$ cat config.mk
export PLATFORM = sky130hd
export DESIGN_NAME = udb_dev_flat
export DESIGN_NICKNAME = d
export VERILOG_FILES = /design/src/rtl/udb_pkg.sv /design/src/rtl/udb_if.sv /design/src/rtl/udb_dev.sv /design/src/flat_wrapper.sv
export SDC_FILE = /design/constraint.sdc
export NUM_CORES = 1
export LEC_CHECK = 0
export BUFFER_PORTS_ARGS = -buffer_cell sky130_fd_sc_hd__buf_2
export CORE_UTILIZATION = 45
export CTS_BUF_LIST = sky130_fd_sc_hd__clkbuf_8
export CTS_CLUSTER_DIAMETER = 40
export DETAILED_ROUTE_END_ITERATION = 7
export PLACE_DENSITY = 0.76
export RECOVER_POWER = 50
export SLEW_MARGIN = 0
export SYNTH_ARGS = -nofsm -noshare
export SYNTH_HDL_FRONTEND = slang
export SYNTH_SLANG_ARGS = --single-unit
$ cat constraint.sdc
create_clock -name core_clk -period 2.17 [get_ports core_clk]
set_clock_uncertainty 0.05 [all_clocks]
set_input_delay 0 -clock core_clk [delete_from_list [all_inputs] [get_ports core_clk]]
set_output_delay 0 -clock core_clk [all_outputs]
set_load 0.1 [all_outputs]
$ cat src/rtl/udb_pkg.sv
// Shared constants and state codes for the burst handshake ends.
// Assumes both ends run on one 10 MHz core clock of their own.
package udb_pkg;

    // ------------------------------------------------------------
    // Clock and timing
    // ------------------------------------------------------------
    localparam int CLK_NS = 100;
    localparam int ENV_NS = 20;
    localparam int ZAH_NS = 20;
    // Least times round up, never below one cycle
    localparam int ENV_RAW = (ENV_NS + CLK_NS - 1) / CLK_NS;
    localparam int ZAH_RAW = (ZAH_NS + CLK_NS - 1) / CLK_NS;
    localparam logic [3:0] ENV_CNT = 4'((ENV_RAW < 1) ? 1 : ENV_RAW);
    localparam logic [3:0] ZAH_CNT = 4'((ZAH_RAW < 1) ? 1 : ZAH_RAW);
    // Core cycles between data load and strobe edge, and from an edge to the next load
    localparam logic [3:0] TICK_CNT = 4'h6;

    // ------------------------------------------------------------
    // Widths and reset values
    // ------------------------------------------------------------
    localparam int DW = 16;
    localparam logic [DW-1:0] BUS_IDLE = 16'h0000;
    localparam logic [DW-1:0] BUS_PULL = 16'hFFFF;
    localparam logic STRB_RST = 1'b1;

    // ------------------------------------------------------------
    // State codes
    // ------------------------------------------------------------
    typedef enum logic [6:0] {
        DS_IDLE  = 7'h01,
        DS_REQ   = 7'h02,
        DS_ACKD  = 7'h04,
        DS_LOAD  = 7'h08,
        DS_EDGE  = 7'h10,
        DS_PAUSE = 7'h20,
        DS_END   = 7'h40
    } udb_dev_st_t;

    typedef enum logic [6:0] {
        HS_IDLE = 7'h01,
        HS_ENV  = 7'h02,
        HS_RECV = 7'h04,
        HS_TERM = 7'h08,
        HS_ZAH  = 7'h10,
        HS_CRC  = 7'h20,
        HS_REL  = 7'h40
    } udb_host_st_t;

endpackage : udb_pkg

$ cat src/rtl/udb_if.sv
// Link wires between the host end and the device end.
// Assumes the bench joins one instance to both ends; the data bus is
// resolved here from both output enables.
`timescale 1ns/1ps
interface udb_if;
    logic dmarq;
    logic dmack_n;
    logic stop;
    logic hdmardy_n;
    logic dstrobe;
    logic [udb_pkg::DW-1:0] host_dd;
    logic host_dd_oe_n;
    logic [udb_pkg::DW-1:0] dev_dd;
    logic dev_dd_oe_n;
    logic [udb_pkg::DW-1:0] dd;

    // Bus level from the enables, pulled high when nobody drives
    assign dd = !host_dd_oe_n ? host_dd : (!dev_dd_oe_n ? dev_dd : udb_pkg::BUS_PULL);

    modport host (
        output dmack_n,
        output stop,
        output hdmardy_n,
        output host_dd,
        output host_dd_oe_n,
        input dmarq,
        input dstrobe,
        input dd
    );

    modport dev (
        output dmarq,
        output dstrobe,
        output dev_dd,
        output dev_dd_oe_n,
        input dmack_n,
        input stop,
        input hdmardy_n,
        input dd
    );
endinterface : udb_if

$ cat src/rtl/udb_dev.sv
// Device end of a data-in burst: requests, qualifies the host, sends words.
// Assumes the host end on the far side of udb_if and a 10 MHz core clock.
// Function
// - Host releases data bus when asserting acknowledge.
// - Device floats bus with request negation.
// - Host waits before driving the CRC word.
// - Device drives bus after stop/ready qualify.
// - Stop negated plus ready proves burst mode.
// - Host waits 20 ns before control changes.
// - Host counts cycles from acknowledge onward.
// - Host may wait indefinitely on device events.
// - After pause, at most one more strobe.
// - Synchronise ready, suppress next scheduled strobe.
// - Longer synchroniser allowed if strobes stay held.
// - Control lines settled before acknowledge negation.
// - First word driven within 2.5 cycles; the device here drives the bus 5 core cycles after stop/ready change.
`timescale 1ns/1ps
module udb_dev (
    input wire logic core_clk,
    input wire logic reset_n,
    udb_if.dev link,
    input wire logic start,
    input wire logic [udb_pkg::DW-1:0] tx_data,
    input wire logic tx_valid,
    input wire logic tx_last,
    output logic tx_ready,
    output logic busy,
    output logic [7:0] words_sent
);

    // ------------------------------------------------------------
    // State
    // ------------------------------------------------------------
    typedef struct packed {
        udb_pkg::udb_dev_st_t st;
        logic [2:0] s1;
        logic [2:0] s2;
        logic [2:0] s3;
        logic [2:0] f;
        logic [3:0] tick;
        logic dmarq;
        logic strobe;
        logic oe_n;
        logic [udb_pkg::DW-1:0] dd;
        logic pend;
        logic last;
        logic [7:0] cnt;
    } udb_dev_state_t;

    udb_dev_state_t q;
    udb_dev_state_t d;

    // Filtered host lines: bit 2 acknowledge, bit 1 stop, bit 0 ready
    logic ack_seen;
    logic stop_seen;
    logic paused;
    logic tick_hit;

    assign ack_seen = !q.f[2];
    assign stop_seen = q.f[1];
    assign paused = q.f[0];
    assign tick_hit = (q.tick == 4'h0);

    // ------------------------------------------------------------
    // Outputs
    // ------------------------------------------------------------
    // Word taken only on a load tick while the host accepts
    assign tx_ready = (q.st == udb_pkg::DS_LOAD) && tick_hit && !paused && !stop_seen;
    assign busy = (q.st != udb_pkg::DS_IDLE);
    assign words_sent = q.cnt;
    assign link.dmarq = q.dmarq;
    assign link.dstrobe = q.strobe;
    assign link.dev_dd = q.dd;
    assign link.dev_dd_oe_n = q.oe_n;

    // ------------------------------------------------------------
    // Next state
    // ------------------------------------------------------------
    always_comb
    begin
        d = q;
        // Three-stage input capture; a change counts when stages agree
        d.s1 = {link.dmack_n, link.stop, link.hdmardy_n};
        d.s2 = q.s1;
        d.s3 = q.s2;
        d.f = ((q.s2 ~^ q.s3) & q.s3) | ((q.s2 ^ q.s3) & q.f);
        // Strobe pacing divider
        if (tick_hit)
        begin
            d.tick = udb_pkg::TICK_CNT - 4'h1;
        end
        else
        begin
            d.tick = q.tick - 4'h1;
        end
        case (q.st)
            udb_pkg::DS_IDLE:
            begin
                d.strobe = udb_pkg::STRB_RST;
                d.oe_n = 1'b1;
                if (start)
                begin
                    d.dmarq = 1'b1;
                    d.cnt = 8'h00;
                    d.st = udb_pkg::DS_REQ;
                end
            end
            udb_pkg::DS_REQ:
            begin
                if (ack_seen)
                begin
                    d.st = udb_pkg::DS_ACKD;
                end
            end
            udb_pkg::DS_ACKD:
            begin
                // Only stop negated with ready asserted opens the bus
                if (!ack_seen)
                begin
                    d.dmarq = 1'b0;
                    d.st = udb_pkg::DS_END;
                end
                else if (!stop_seen && !paused)
                begin
                    d.oe_n = 1'b0;
                    d.tick = 4'h0;
                    d.pend = 1'b0;
                    d.st = udb_pkg::DS_LOAD;
                end
            end
            udb_pkg::DS_LOAD:
            begin
                if (stop_seen)
                begin
                    d.dmarq = 1'b0;
                    d.oe_n = 1'b1;
                    d.st = udb_pkg::DS_END;
                end
                else if (paused)
                begin
                    d.st = udb_pkg::DS_PAUSE;
                end
                else if (tick_hit && tx_valid)
                begin
                    d.dd = tx_data;
                    d.last = tx_last;
                    d.pend = 1'b1;
                    d.st = udb_pkg::DS_EDGE;
                end
            end
            udb_pkg::DS_EDGE:
            begin
                if (stop_seen)
                begin
                    d.dmarq = 1'b0;
                    d.oe_n = 1'b1;
                    d.st = udb_pkg::DS_END;
                end
                else if (paused)
                begin
                    // Scheduled edge is put off until the host resumes
                    d.st = udb_pkg::DS_PAUSE;
                end
                else if (tick_hit)
                begin
                    d.strobe = !q.strobe;
                    d.pend = 1'b0;
                    d.cnt = q.cnt + 8'h01;
                    if (q.last)
                    begin
                        // Last word held one more cycle past its edge; END then lets go
                        d.st = udb_pkg::DS_END;
                    end
                    else
                    begin
                        d.st = udb_pkg::DS_LOAD;
                    end
                end
            end
            udb_pkg::DS_PAUSE:
            begin
                // Strobe held at its level; resume where the word stood
                d.tick = udb_pkg::TICK_CNT - 4'h1;
                if (stop_seen)
                begin
                    d.dmarq = 1'b0;
                    d.oe_n = 1'b1;
                    d.st = udb_pkg::DS_END;
                end
                else if (!paused)
                begin
                    d.st = q.pend ? udb_pkg::DS_EDGE : udb_pkg::DS_LOAD;
                end
            end
            udb_pkg::DS_END:
            begin
                // Request drop and bus release on the same edge
                d.dmarq = 1'b0;
                d.oe_n = 1'b1;
                // Strobe stays put until the host drops acknowledge
                if (!ack_seen)
                begin
                    d.st = udb_pkg::DS_IDLE;
                end
            end
            default:
            begin
                d.st = udb_pkg::DS_IDLE;
                d.dmarq = 1'b0;
                d.oe_n = 1'b1;
            end
        endcase
    end

    // ------------------------------------------------------------
    // Registers
    // ------------------------------------------------------------
    always_ff @(posedge core_clk or negedge reset_n)
    begin
        if (!reset_n)
        begin
            q.st <= udb_pkg::DS_IDLE;
            q.s1 <= 3'h7;
            q.s2 <= 3'h7;
            q.s3 <= 3'h7;
            q.f <= 3'h7;
            q.tick <= 4'h0;
            q.dmarq <= 1'b0;
            q.strobe <= udb_pkg::STRB_RST;
            q.oe_n <= 1'b1;
            q.dd <= udb_pkg::BUS_IDLE;
            q.pend <= 1'b0;
            q.last <= 1'b0;
            q.cnt <= 8'h00;
        end
        else
        begin
            q <= d;
        end
    end

endmodule : udb_dev

$ cat src/flat_wrapper.sv
// flat-port wrapper written by rule: the top's interface ports become plain ports
module udb_dev_flat 
  (core_clk, reset_n, start, tx_data, tx_valid, tx_last, tx_ready, busy, words_sent, link_dmarq, link_dstrobe, link_dev_dd, link_dev_dd_oe_n, link_dmack_n, link_stop, link_hdmardy_n);
  udb_if link_i ();
  input wire logic core_clk;
  input wire logic reset_n;
  input wire logic start;
  input wire logic [udb_pkg::DW-1:0] tx_data;
  input wire logic tx_valid;
  input wire logic tx_last;
  output logic tx_ready;
  output logic busy;
  output logic [7:0] words_sent;
  output wire logic [$bits(link_i.dmarq)-1:0] link_dmarq;
  output wire logic [$bits(link_i.dstrobe)-1:0] link_dstrobe;
  output wire logic [$bits(link_i.dev_dd)-1:0] link_dev_dd;
  output wire logic [$bits(link_i.dev_dd_oe_n)-1:0] link_dev_dd_oe_n;
  input wire logic [$bits(link_i.dmack_n)-1:0] link_dmack_n;
  input wire logic [$bits(link_i.stop)-1:0] link_stop;
  input wire logic [$bits(link_i.hdmardy_n)-1:0] link_hdmardy_n;
  assign link_dmarq = link_i.dmarq;
  assign link_dstrobe = link_i.dstrobe;
  assign link_dev_dd = link_i.dev_dd;
  assign link_dev_dd_oe_n = link_i.dev_dd_oe_n;
  assign link_i.dmack_n = link_dmack_n;
  assign link_i.stop = link_stop;
  assign link_i.hdmardy_n = link_hdmardy_n;
  udb_dev u_core (.core_clk(core_clk), .reset_n(reset_n), .link(link_i), .start(start), .tx_data(tx_data), .tx_valid(tx_valid), .tx_last(tx_last), .tx_ready(tx_ready), .busy(busy), .words_sent(words_sent));
endmodule
==> flow_summary.yaml, run 1 <==
clock_tree:
  root_buffer: "clkbuf_8"
  clk_pin_slew_ps: 100
  ctsHtreeMaxLevel: 2
  clock-sinks: 52
  cts_buffer_depth: 2
  clk_latency_ps: 310
  cts_tree: "built"
  cts_buffers: 5
logic_synthesis:
  synth_mux_area_share_pct: 8.190
  seq_area_frac_synth_pct: 50.53
  synthSimpleGateAreaFrac_pct: 16.95
  async_flop_share_pct: 100.0
  yosys_most_used_dff: "dfrtp_1"
  yosysWarnings: 0
  synthCells: 234
  synthXorXnorAreaFrac_pct: 2.347
  synth_top_family_by_area: "simple AND/OR/NAND/NOR gates"
  synthesis.nets: 263
  synthAdderAreaFrac_pct: 2.395
  ys_seq_elements: 52
  synth_area_per_cell_um2: 11.16
  synth_edf_count: 0
  syn_area_um2: 2613
  ys_types: 48
  synth_compound_area_share_pct: 9.148
drt:
  first_iter_violations: 122
  via_per_inst: 5.269
  wl_per_cell_um: 14.48
  vias: 2055
  ant_nets: 0
  drt-total-wl_um: 5648
  firstDrtPassIters: 4
  drc_errors: 0
cells_and_area:
  mostFrequentLayoutCells: "buf_2, dfrtp_1, buf_4"
  final_nets: 346
  final_common_cell: "buf_2"
  postLayoutCellArea_um2: 3506
  drive_gt1_share_pct: 46.54
  syn2layout_area_growth_pct: 34.20
  fillers: 444
  antenna_cells: 0
sta:
  clock.fmax_mhz: 459.4
  maxSlewHeadroom_pct: 17.65
  drv_slew: 0
  rsz0062_at_grt: "true"
  period_share_pct: 100.3
  setup_slack_ps: -6.759
  setup_viol: 1
  hold_viol_final: 0
  min_period_ps: 2177
  worst_pin_slew_ps: 1235
worst_setup_path:
  rr_worst_depth: 6
  criticalPathCategory: "reg -> reg"
  slowest_delay_ps: 560
  cp_top_family: "simple AND/OR/NAND/NOR gates"
  arrival_ps: 2330
  r2r-start: "u_core.q[51]"
  rr_endpoint: "u_core.q[49]"
  path_buf_inv: 1
  crit_path_cell_trace: "or4_4 -> buf_4 -> nor4_4 -> a221o_1 -> a21oi_2 -> mux2_1"
  cpMaxStageDelayCell: "or4_4"
  crit_fanout: 5
  crit_start: "u_core.q[51]"
  r2r_slack_ps: -7
  cp-start-kind: "flip-flop"
  worst-endpoint-required_ps: 2320
  cp-end-kind: "flip-flop"
placed_design:
  portBuffers: 52
  gp_congestion: 0.9129
  placed_cell_area_um2: 2978
  hpwlAfterDp_um: 3609
global_routing:
  antenna_found_initial: 0
  grt_max_degree: 53
  gr-usage-all-layers_pct: 19.88
  grt_pass1_vias: 2021
  grt-ovfl-total: 0
  grt_pass1_wl_um: 9404
power_and_ir_drop:
  irDropWorstVdd_uv: 611.5
  totalPowerFinal_uw: 3766
  powerDensity_nw_per_um2: 1074
  p_leak_uw: 0.001648
die:
  die_h_um: 78.20
  start_util_pct: 47.15
  design.portCount: 53
  row_count: 27
  die_w_um: 78.20
  core_um2: 5540
  dieArea_um2: 6114
outcome:
  status: "finished with violations"
  violations: "setup timing"
flow_run:
  max_cap_viol_count: 0
min_path:
  min_from: "tx_valid"
  min-delay-path-class: "in -> reg"
  whs_endpoint: "u_core.q[9]"
  hold_depth: 5
## metal layers
metal | vias up | share of wire (%) | global-route usage (%)
met5 | - | 0 | 0
met4 | 0 | 1.5 | 7.593
met3 | 8 | 5.1 | 3.837
met2 | 62 | 50 | 33.25
met1 | 1003 | 43 | 25.49
li1 | 982 | - | -
## how the worst max path moves through the flow
stage	end	slack, ps	cells after the start
finish	u_core.q[49]	-7	6
global route	u_core.q[49]	-70	6
CTS	tx_ready	-10	7
detailed placement	u_core.q[49]	-20	5
global placement	u_core.q[49]	6	5
floorplan	tx_ready	-50	6
## cell type report
class	count	area [µm²]	share of cell area, %
Tap cell	72	90.09	2.570
Timing Repair Buffer	113	837.1	23.88
Clock buffer	5	68.82	1.963
Inverter	7	26.28	0.7495
Clock inverter	3	42.54	1.213
Multi-Input combinational cell	138	1121	31.98
Sequential cell	52	1320	37.65
## registers in the layout (all words and copies together) (netlist names)
register,flops
u_core.q,18
u_core.link.dev_dd,16
u_core.words_sent,8
u_core.d,6
u_core.link.dev_dd_oe_n,1
u_core.link.dmarq,1
u_core.link.dstrobe,1
u_core.paused,1
## through the flow
stage	TNS, ps	worst slack [ps]	std cells	utilization [%]	hold WS, ps
6_report	-6.759	-6.759	390	63.28	119.6
5_1_grt	-588.1	-70.80	390	63.28	130.4
4_1_cts	-14.88	-12.38	380	61.13	23.51
3_5_place_dp	-121.1	-20.12	347	53.75	57.18
3_3_place_gp	0	6.390	347	53.75	56.91
2_1_floorplan	-71.16	-53.79	234	-	-345.6
## what timing repair did
action                                 in CTS  in global routing
endpoints found under the hold margin      58                  0
hold buffers                               22                  0
buffers inserted                            3                 11
gates resized for setup                    12                 11
setup endpoints to repair                  21                 28
cloned                                      0                  0
pin swaps                                   5                 10
## Yosys cell counts, drive strengths merged (2+ instances only)
library cell / instances / area, µm²
a21o: 4 / 30.03
a21oi: 6 / 30.03
a22o: 3 / 26.28
a31oi: 3 / 18.77
buf: 31 / 222.7
clkbuf: 6 / 23.77
dfrtp: 37 / 925.9
dfstp: 15 / 394.1
ha: 5 / 62.56
inv: 7 / 26.28
mux2: 19 / 214.0
nand2: 8 / 30.03
nand2b: 6 / 37.54
nand3: 6 / 35.03
nand3b: 3 / 22.52
nand4: 2 / 12.51
nor2: 12 / 52.55
nor3: 9 / 45.04
nor3b: 2 / 15.01
nor4: 10 / 98.84
o21ai: 10 / 50.05
o31ai: 3 / 22.52
or3: 5 / 31.28
or3b: 2 / 17.52
xnor2: 3 / 26.28
xor2: 4 / 35.03
## worst reg2reg max path, cell delays in order (launching register included)
cell and delay (ps):
dfrtp_1 390, or4_4 560, buf_4 180, nor4_4 260, a221o_1 230, a21oi_2 80
mux2_1 340
## where the power goes
part	leakage (µW)	internal [µW]	total [µW]	switching, µW
logic	0.000944	805	1860	1050
clock network	0.0000599	344	677	332
registers	0.000644	1130	1230	102
total	0.00165	2280	3770	1490
## kinds of logic (layout without fill, tap and decap cells)
logic type,count (synthesis),after routing
AO/OA/AOI/OAI,36,36
buffers and inverters,44,128
XOR/XNOR,7,7
multiplexers,19,19
adder cells (fa/ha/maj),5,5
AND/OR/NAND/NOR,71,71
flip-flops,52,52
(Power assumes the default switching activity.)
==> run 2: changes to the inputs <==
- REMOVE_ABC_BUFFERS: default -> 1
==> run 2 against run 1 <==
Against the previous run:
- the flow now finishes without violations
- routed wire length fell by 3.0%
- global-route usage fell by 0.42 points
- setup slack improved by 13 ps
- non-clock buffer count fell by 7
- register-to-register slack barely moved
- cell count fell by 1.8%
- sequential share of layout area rose by 1.7 points
- critical path depth rose by 1
- critical path type unchanged
- largest power group unchanged
==> flow_summary.yaml, run 2 (same netlist as run 1, synthesis figures left out) <==
outcome:
  status: "complete, no violations"
die:
  core_um2: 5540
  start_util_pct: 47.15
  design.portCount: 53
  dieArea_um2: 6114
  row_count: 27
  die_h_um: 78.20
  die_w_um: 78.20
sta:
  maxSlewHeadroom_pct: 21.89
  worst_pin_slew_ps: 1177
  clock.fmax_mhz: 462.3
  hold-worst-slack_ps: 106.8
  rsz0062_at_grt: "true"
  period_share_pct: 99.69
  hold_viol_final: 0
  setup_slack_ps: 6.678
  setup_viol: 0
  min_period_ps: 2163
  drv_slew: 0
cells_and_area:
  regMostFlops: "u_core.q"
  drive_gt1_share_pct: 38.91
  antenna_cells: 0
  largest_register_ffs: 18
  final_util_pct: 60.57
  final_common_cell: "dfrtp_1"
  mostFrequentLayoutCells: "dfrtp_1, buf_2, buf_4"
  postLayoutCellArea_um2: 3356
  syn2layout_area_growth_pct: 28.45
  final_nets: 339
drt:
  vias: 1979
  wl_per_cell_um: 14.31
  drt-total-wl_um: 5481
  drc_errors: 0
  firstDrtPassIters: 4
  first_iter_violations: 206
  via_per_inst: 5.167
  ant_nets: 0
worst_setup_path:
  endpoint: "u_core.link.dev_dd[3]"
  rr_worst_depth: 7
  r2r-start: "u_core.q[29]"
  cp-end-kind: "flip-flop"
  crit_fanout: 18
  worst-endpoint-required_ps: 2320
  criticalPathCategory: "reg -> reg"
  rr_endpoint: "u_core.link.dev_dd[3]"
  arrival_ps: 2310
  r2r_slack_ps: 7
  crit_start: "u_core.q[29]"
  cp-start-kind: "flip-flop"
placed_design:
  pre_cts_slack_ps: -96.02
  portBuffers: 52
  placed_cell_area_um2: 2954
  gp_congestion: 0.9475
  hpwlAfterDp_um: 3649
clock_tree:
  cts_buffer_depth: 2
  cts_tree: "built"
  clk_pin_slew_ps: 90
  clk_latency_ps: 310
  root_buffer: "clkbuf_8"
  cts_buffers: 5
  ctsHtreeMaxLevel: 2
  clock-sinks: 52
global_routing:
  gr-usage-all-layers_pct: 19.46
  antenna_found_initial: 0
  grt_pass1_vias: 2091
  grt-ovfl-total: 0
  grt_max_degree: 44
  grt_pass1_wl_um: 9342
power_and_ir_drop:
  totalPowerFinal_uw: 3484
  p_leak_uw: 0.001519
  irDropWorstVdd_uv: 519.4
  powerDensity_nw_per_um2: 1038
min_path:
  hold_depth: 4
  min-delay-path-class: "in -> reg"
flow_run:
  max_cap_viol_count: 0
[run 2: changes by cell type in the layout (fill, tap and decap cells not counted), sizes merged]
cell    change
buf        -26
clkbuf     +20
bufinv      -1
clkinv      +1
inv         -1
[run 2: cell type report]
| type | count | area [µm²] |
|---|---|---|
| clock buffer | 6 | 82.58 |
| clock inverter | 2 | 12.51 |
| timing repair buffer | 106 | 738.2 |
| tap | 72 | 90.09 |
| inverter | 7 | 26.28 |
| multi-input combinational | 138 | 1086 |
| sequential | 52 | 1320 |
| fill | 463 | 2185 |
[run 2: how the worst min path moves through the flow]
stage | start | end | slack [ps]
3_3_place_gp | link_dmack_n | u_core.d[41] | 50
4_1_cts | tx_valid | u_core.q[9] | 110
5_1_grt | tx_valid | u_core.q[9] | 140
3_5_place_dp | link_dmack_n | u_core.d[41] | 60
6_report | tx_valid | u_core.q[9] | 110
2_1_floorplan | reset_n | u_core.link.dev_dd[0] | -350
[run 2: critical path, cell delays in order, from the launching register on]
cell and delay (ps):
dfrtp_1 380, inv_1 80, ha_2 170, or3b_4 410
nor4_1 350, nand3_2 150, buf_12 180, mux2_2 280
[run 2: layer usage]
| metal | vias to the layer above | part of all wire, % | global-route usage [%] |
|---|---|---|---|
| met5 | - | 0 | 0 |
| met4 | 0 | 0.055 | 6.667 |
| met3 | 2 | 5.0 | 4.186 |
| met2 | 57 | 51 | 32.81 |
| met1 | 967 | 44 | 24.75 |
| li1 | 953 | - | - |
[run 2: stage by stage]
| step | instances | TNS [ps] |
|---|---|---|
| after global routing | 383 | -1525 |
| final | 383 | 0 |
| after CTS | 379 | -21.73 |
| after floorplan | 197 | -3622 |
| after global placement | 349 | -62.06 |
| after detailed placement | 349 | -689.8 |
[run 2: where the power goes]
group | total, µW | internal (µW) | switching, µW | leakage [µW]
registers | 1220 | 1130 | 89.2 | 0.000644
clock network | 567 | 257 | 310 | 0.0000526
logic | 1700 | 689 | 1010 | 0.000823
[run 2: timing repair]
| action | CTS | global route |
|---|---|---|
| hold endpoints to repair | 58 | 0 |
| endpoints found under the setup margin | 25 | 13 |
| hold buffers | 22 | 0 |
| gates resized for setup | 9 | 10 |
| buffers inserted | 0 | 4 |
| pin swaps | 2 | 4 |
==> run 3: changes to the inputs <==
==> constraint.sdc (replaced) <==
create_clock -name core_clk -period 2.17 [get_ports core_clk]
set_clock_uncertainty 0.05 [all_clocks]
set_input_delay 0.651 -clock core_clk [delete_from_list [all_inputs] [get_ports core_clk]]
set_output_delay 0.651 -clock core_clk [all_outputs]
set_load 0.1 [all_outputs]
==> run 3 against run 2 <==
Against the previous run:
- the run now ends with setup timing left
- global-route usage fell by 0.39 points
- routed wire length fell by 0.77%
- sequential power barely moved
- sequential share of layout area rose by 0.60 points
- clock power rose by 15%
==> flow_summary.yaml, run 3 (same netlist as run 1, synthesis figures left out) <==
drt:
  ant_nets: 0
  vias: 1999
  firstDrtPassIters: 4
  drc_errors: 0
  first_iter_violations: 104
  wl_per_cell_um: 14.62
  drt-total-wl_um: 5439
  via_per_inst: 5.374
die:
  core_um2: 5540
  design.portCount: 53
  die_w_um: 78.20
  dieArea_um2: 6114
  row_count: 27
  die_h_um: 78.20
  start_util_pct: 47.15
cells_and_area:
  largest_register_ffs: 18
  register_area_um2: 1320
  syn2layout_area_growth_pct: 26.53
  final_common_cell: "buf_2"
  mostFrequentLayoutCells: "buf_2, dfrtp_1, buf_4"
  regMostFlops: "u_core.q"
  antenna_cells: 0
  fillers: 460
  postLayoutCellArea_um2: 3306
  final_nets: 328
  multi_input_area_um2: 1120
  drive_gt1_share_pct: 52.00
sta:
  hold_viol_final: 0
  worst_pin_slew_ps: 1217
  clock.fmax_mhz: 387.8
  setup_slack_ps: -408.8
  maxSlewHeadroom_pct: 18.87
  min_period_ps: 2579
  period_share_pct: 118.8
  rsz0062_at_grt: "true"
  drv_slew: 0
  fin_setup_tns_ps: -2966
  setup_viol: 17
global_routing:
  grt_max_degree: 53
  grt_pass1_vias: 2066
  antenna_found_initial: 0
  grt_pass1_wl_um: 9232
  gr-usage-all-layers_pct: 19.07
  grt-ovfl-total: 0
worst_setup_path:
  arrival_ps: 1880
  criticalPathCategory: "reg -> out"
  cp-start-kind: "flip-flop"
  cp-end-kind: "output pin"
  crit_fanout: 2
  worst-endpoint-required_ps: 1470
placed_design:
  portBuffers: 52
  placed_cell_area_um2: 2982
  gp_congestion: 0.9381
  pre_cts_slack_ps: -302.9
  hpwlAfterDp_um: 3627
clock_tree:
  clock-sinks: 52
  cts_buffer_depth: 2
  clk_latency_ps: 300
  root_buffer: "clkbuf_8"
  cts_buffers: 5
  ctsHtreeMaxLevel: 2
  cts_tree: "built"
  clk_pin_slew_ps: 100
  ctsHoldBuffers: 0
outcome:
  violations: "setup timing"
  status: "finished with violations"
power_and_ir_drop:
  pwr-share-seq_pct: 32.4
  powerDensity_nw_per_um2: 1131
  irDropWorstVdd_uv: 795.5
  p_sw_uw: 1482
  p_leak_uw: 0.001572
  clock_power_share_pct: 17.4
  p_comb_share_pct: 50.2
  intPower_uw: 2256
  p_sw_share_pct: 39.65
flow_run:
  max_cap_viol_count: 0
min_path:
  min-delay-path-class: "reg -> reg"
run 3: worst max-delay path: stages, from the launching register on:
cell and delay, ps:
dfstp_2 390, or4_4 550, nor2_4 120, nand2_2 70, nor3_2 150, buf_4 140, buf_12 160
run 3: layout make-up:
| type | instances | share of cell area (%) |
|---|---|---|
| Sequential cell | 52 | 39.93 |
| Clock inverter | 3 | 1.173 |
| Tap cell | 72 | 2.725 |
| Clock buffer | 5 | 2.082 |
| Multi-Input combinational cell | 138 | 33.88 |
| Inverter | 7 | 0.7949 |
| Timing Repair Buffer | 95 | 19.42 |
run 3: worst paths after layout:
kind,start,end,slack (ps),cells after the start
worst max-delay path,u_core.q[45],tx_ready,-410,6
worst min-delay path,u_core.d[40],u_core.d[37],320,0
worst max register to register,u_core.q[45],u_core.q[49],-300,8
worst min register to register,u_core.d[40],u_core.d[37],320,0
max in group asynchronous,reset_n,u_core.link.dev_dd[12],710,2
min in group asynchronous,reset_n,u_core.link.dev_dd[6],620,2
run 3: repair_timing:
item,CTS,global route
hold endpoints to repair,0,0
setup buffers,8,5
endpoints found under the setup margin,31,15
cloned,1,0
pin swaps,9,10
resized for setup,24,11
run 3: routing by layer:
layer	GRT usage, %	share of wire (%)
met1	24.18	42
met4	5.556	1.2
met2	32.46	52
met5	0	0
met3	4.419	4.8
run 3: stage by stage:
stage,power [µW],hold slack (ps),cells,utilization [%]
3_5_place_dp,2701,299.2,351,53.82
6_report,3737,315.1,372,59.67
5_1_grt,3917,324.2,372,59.67
3_3_place_gp,2667,295.9,351,53.82
4_1_cts,3611,283.2,367,58.60
2_1_floorplan,2215,295.2,197,-
run 3: power groups by stage:
stage / registers [µW] / clock network (µW) / logic (µW)
after global routing: 1230 / 704 / 1990
final: 1210 / 650 / 1880
after floorplan: 1540 / 0 / 679
after global placement: 1220 / 0 / 1450
after CTS: 1210 / 662 / 1740
after detailed placement: 1230 / 0 / 1480
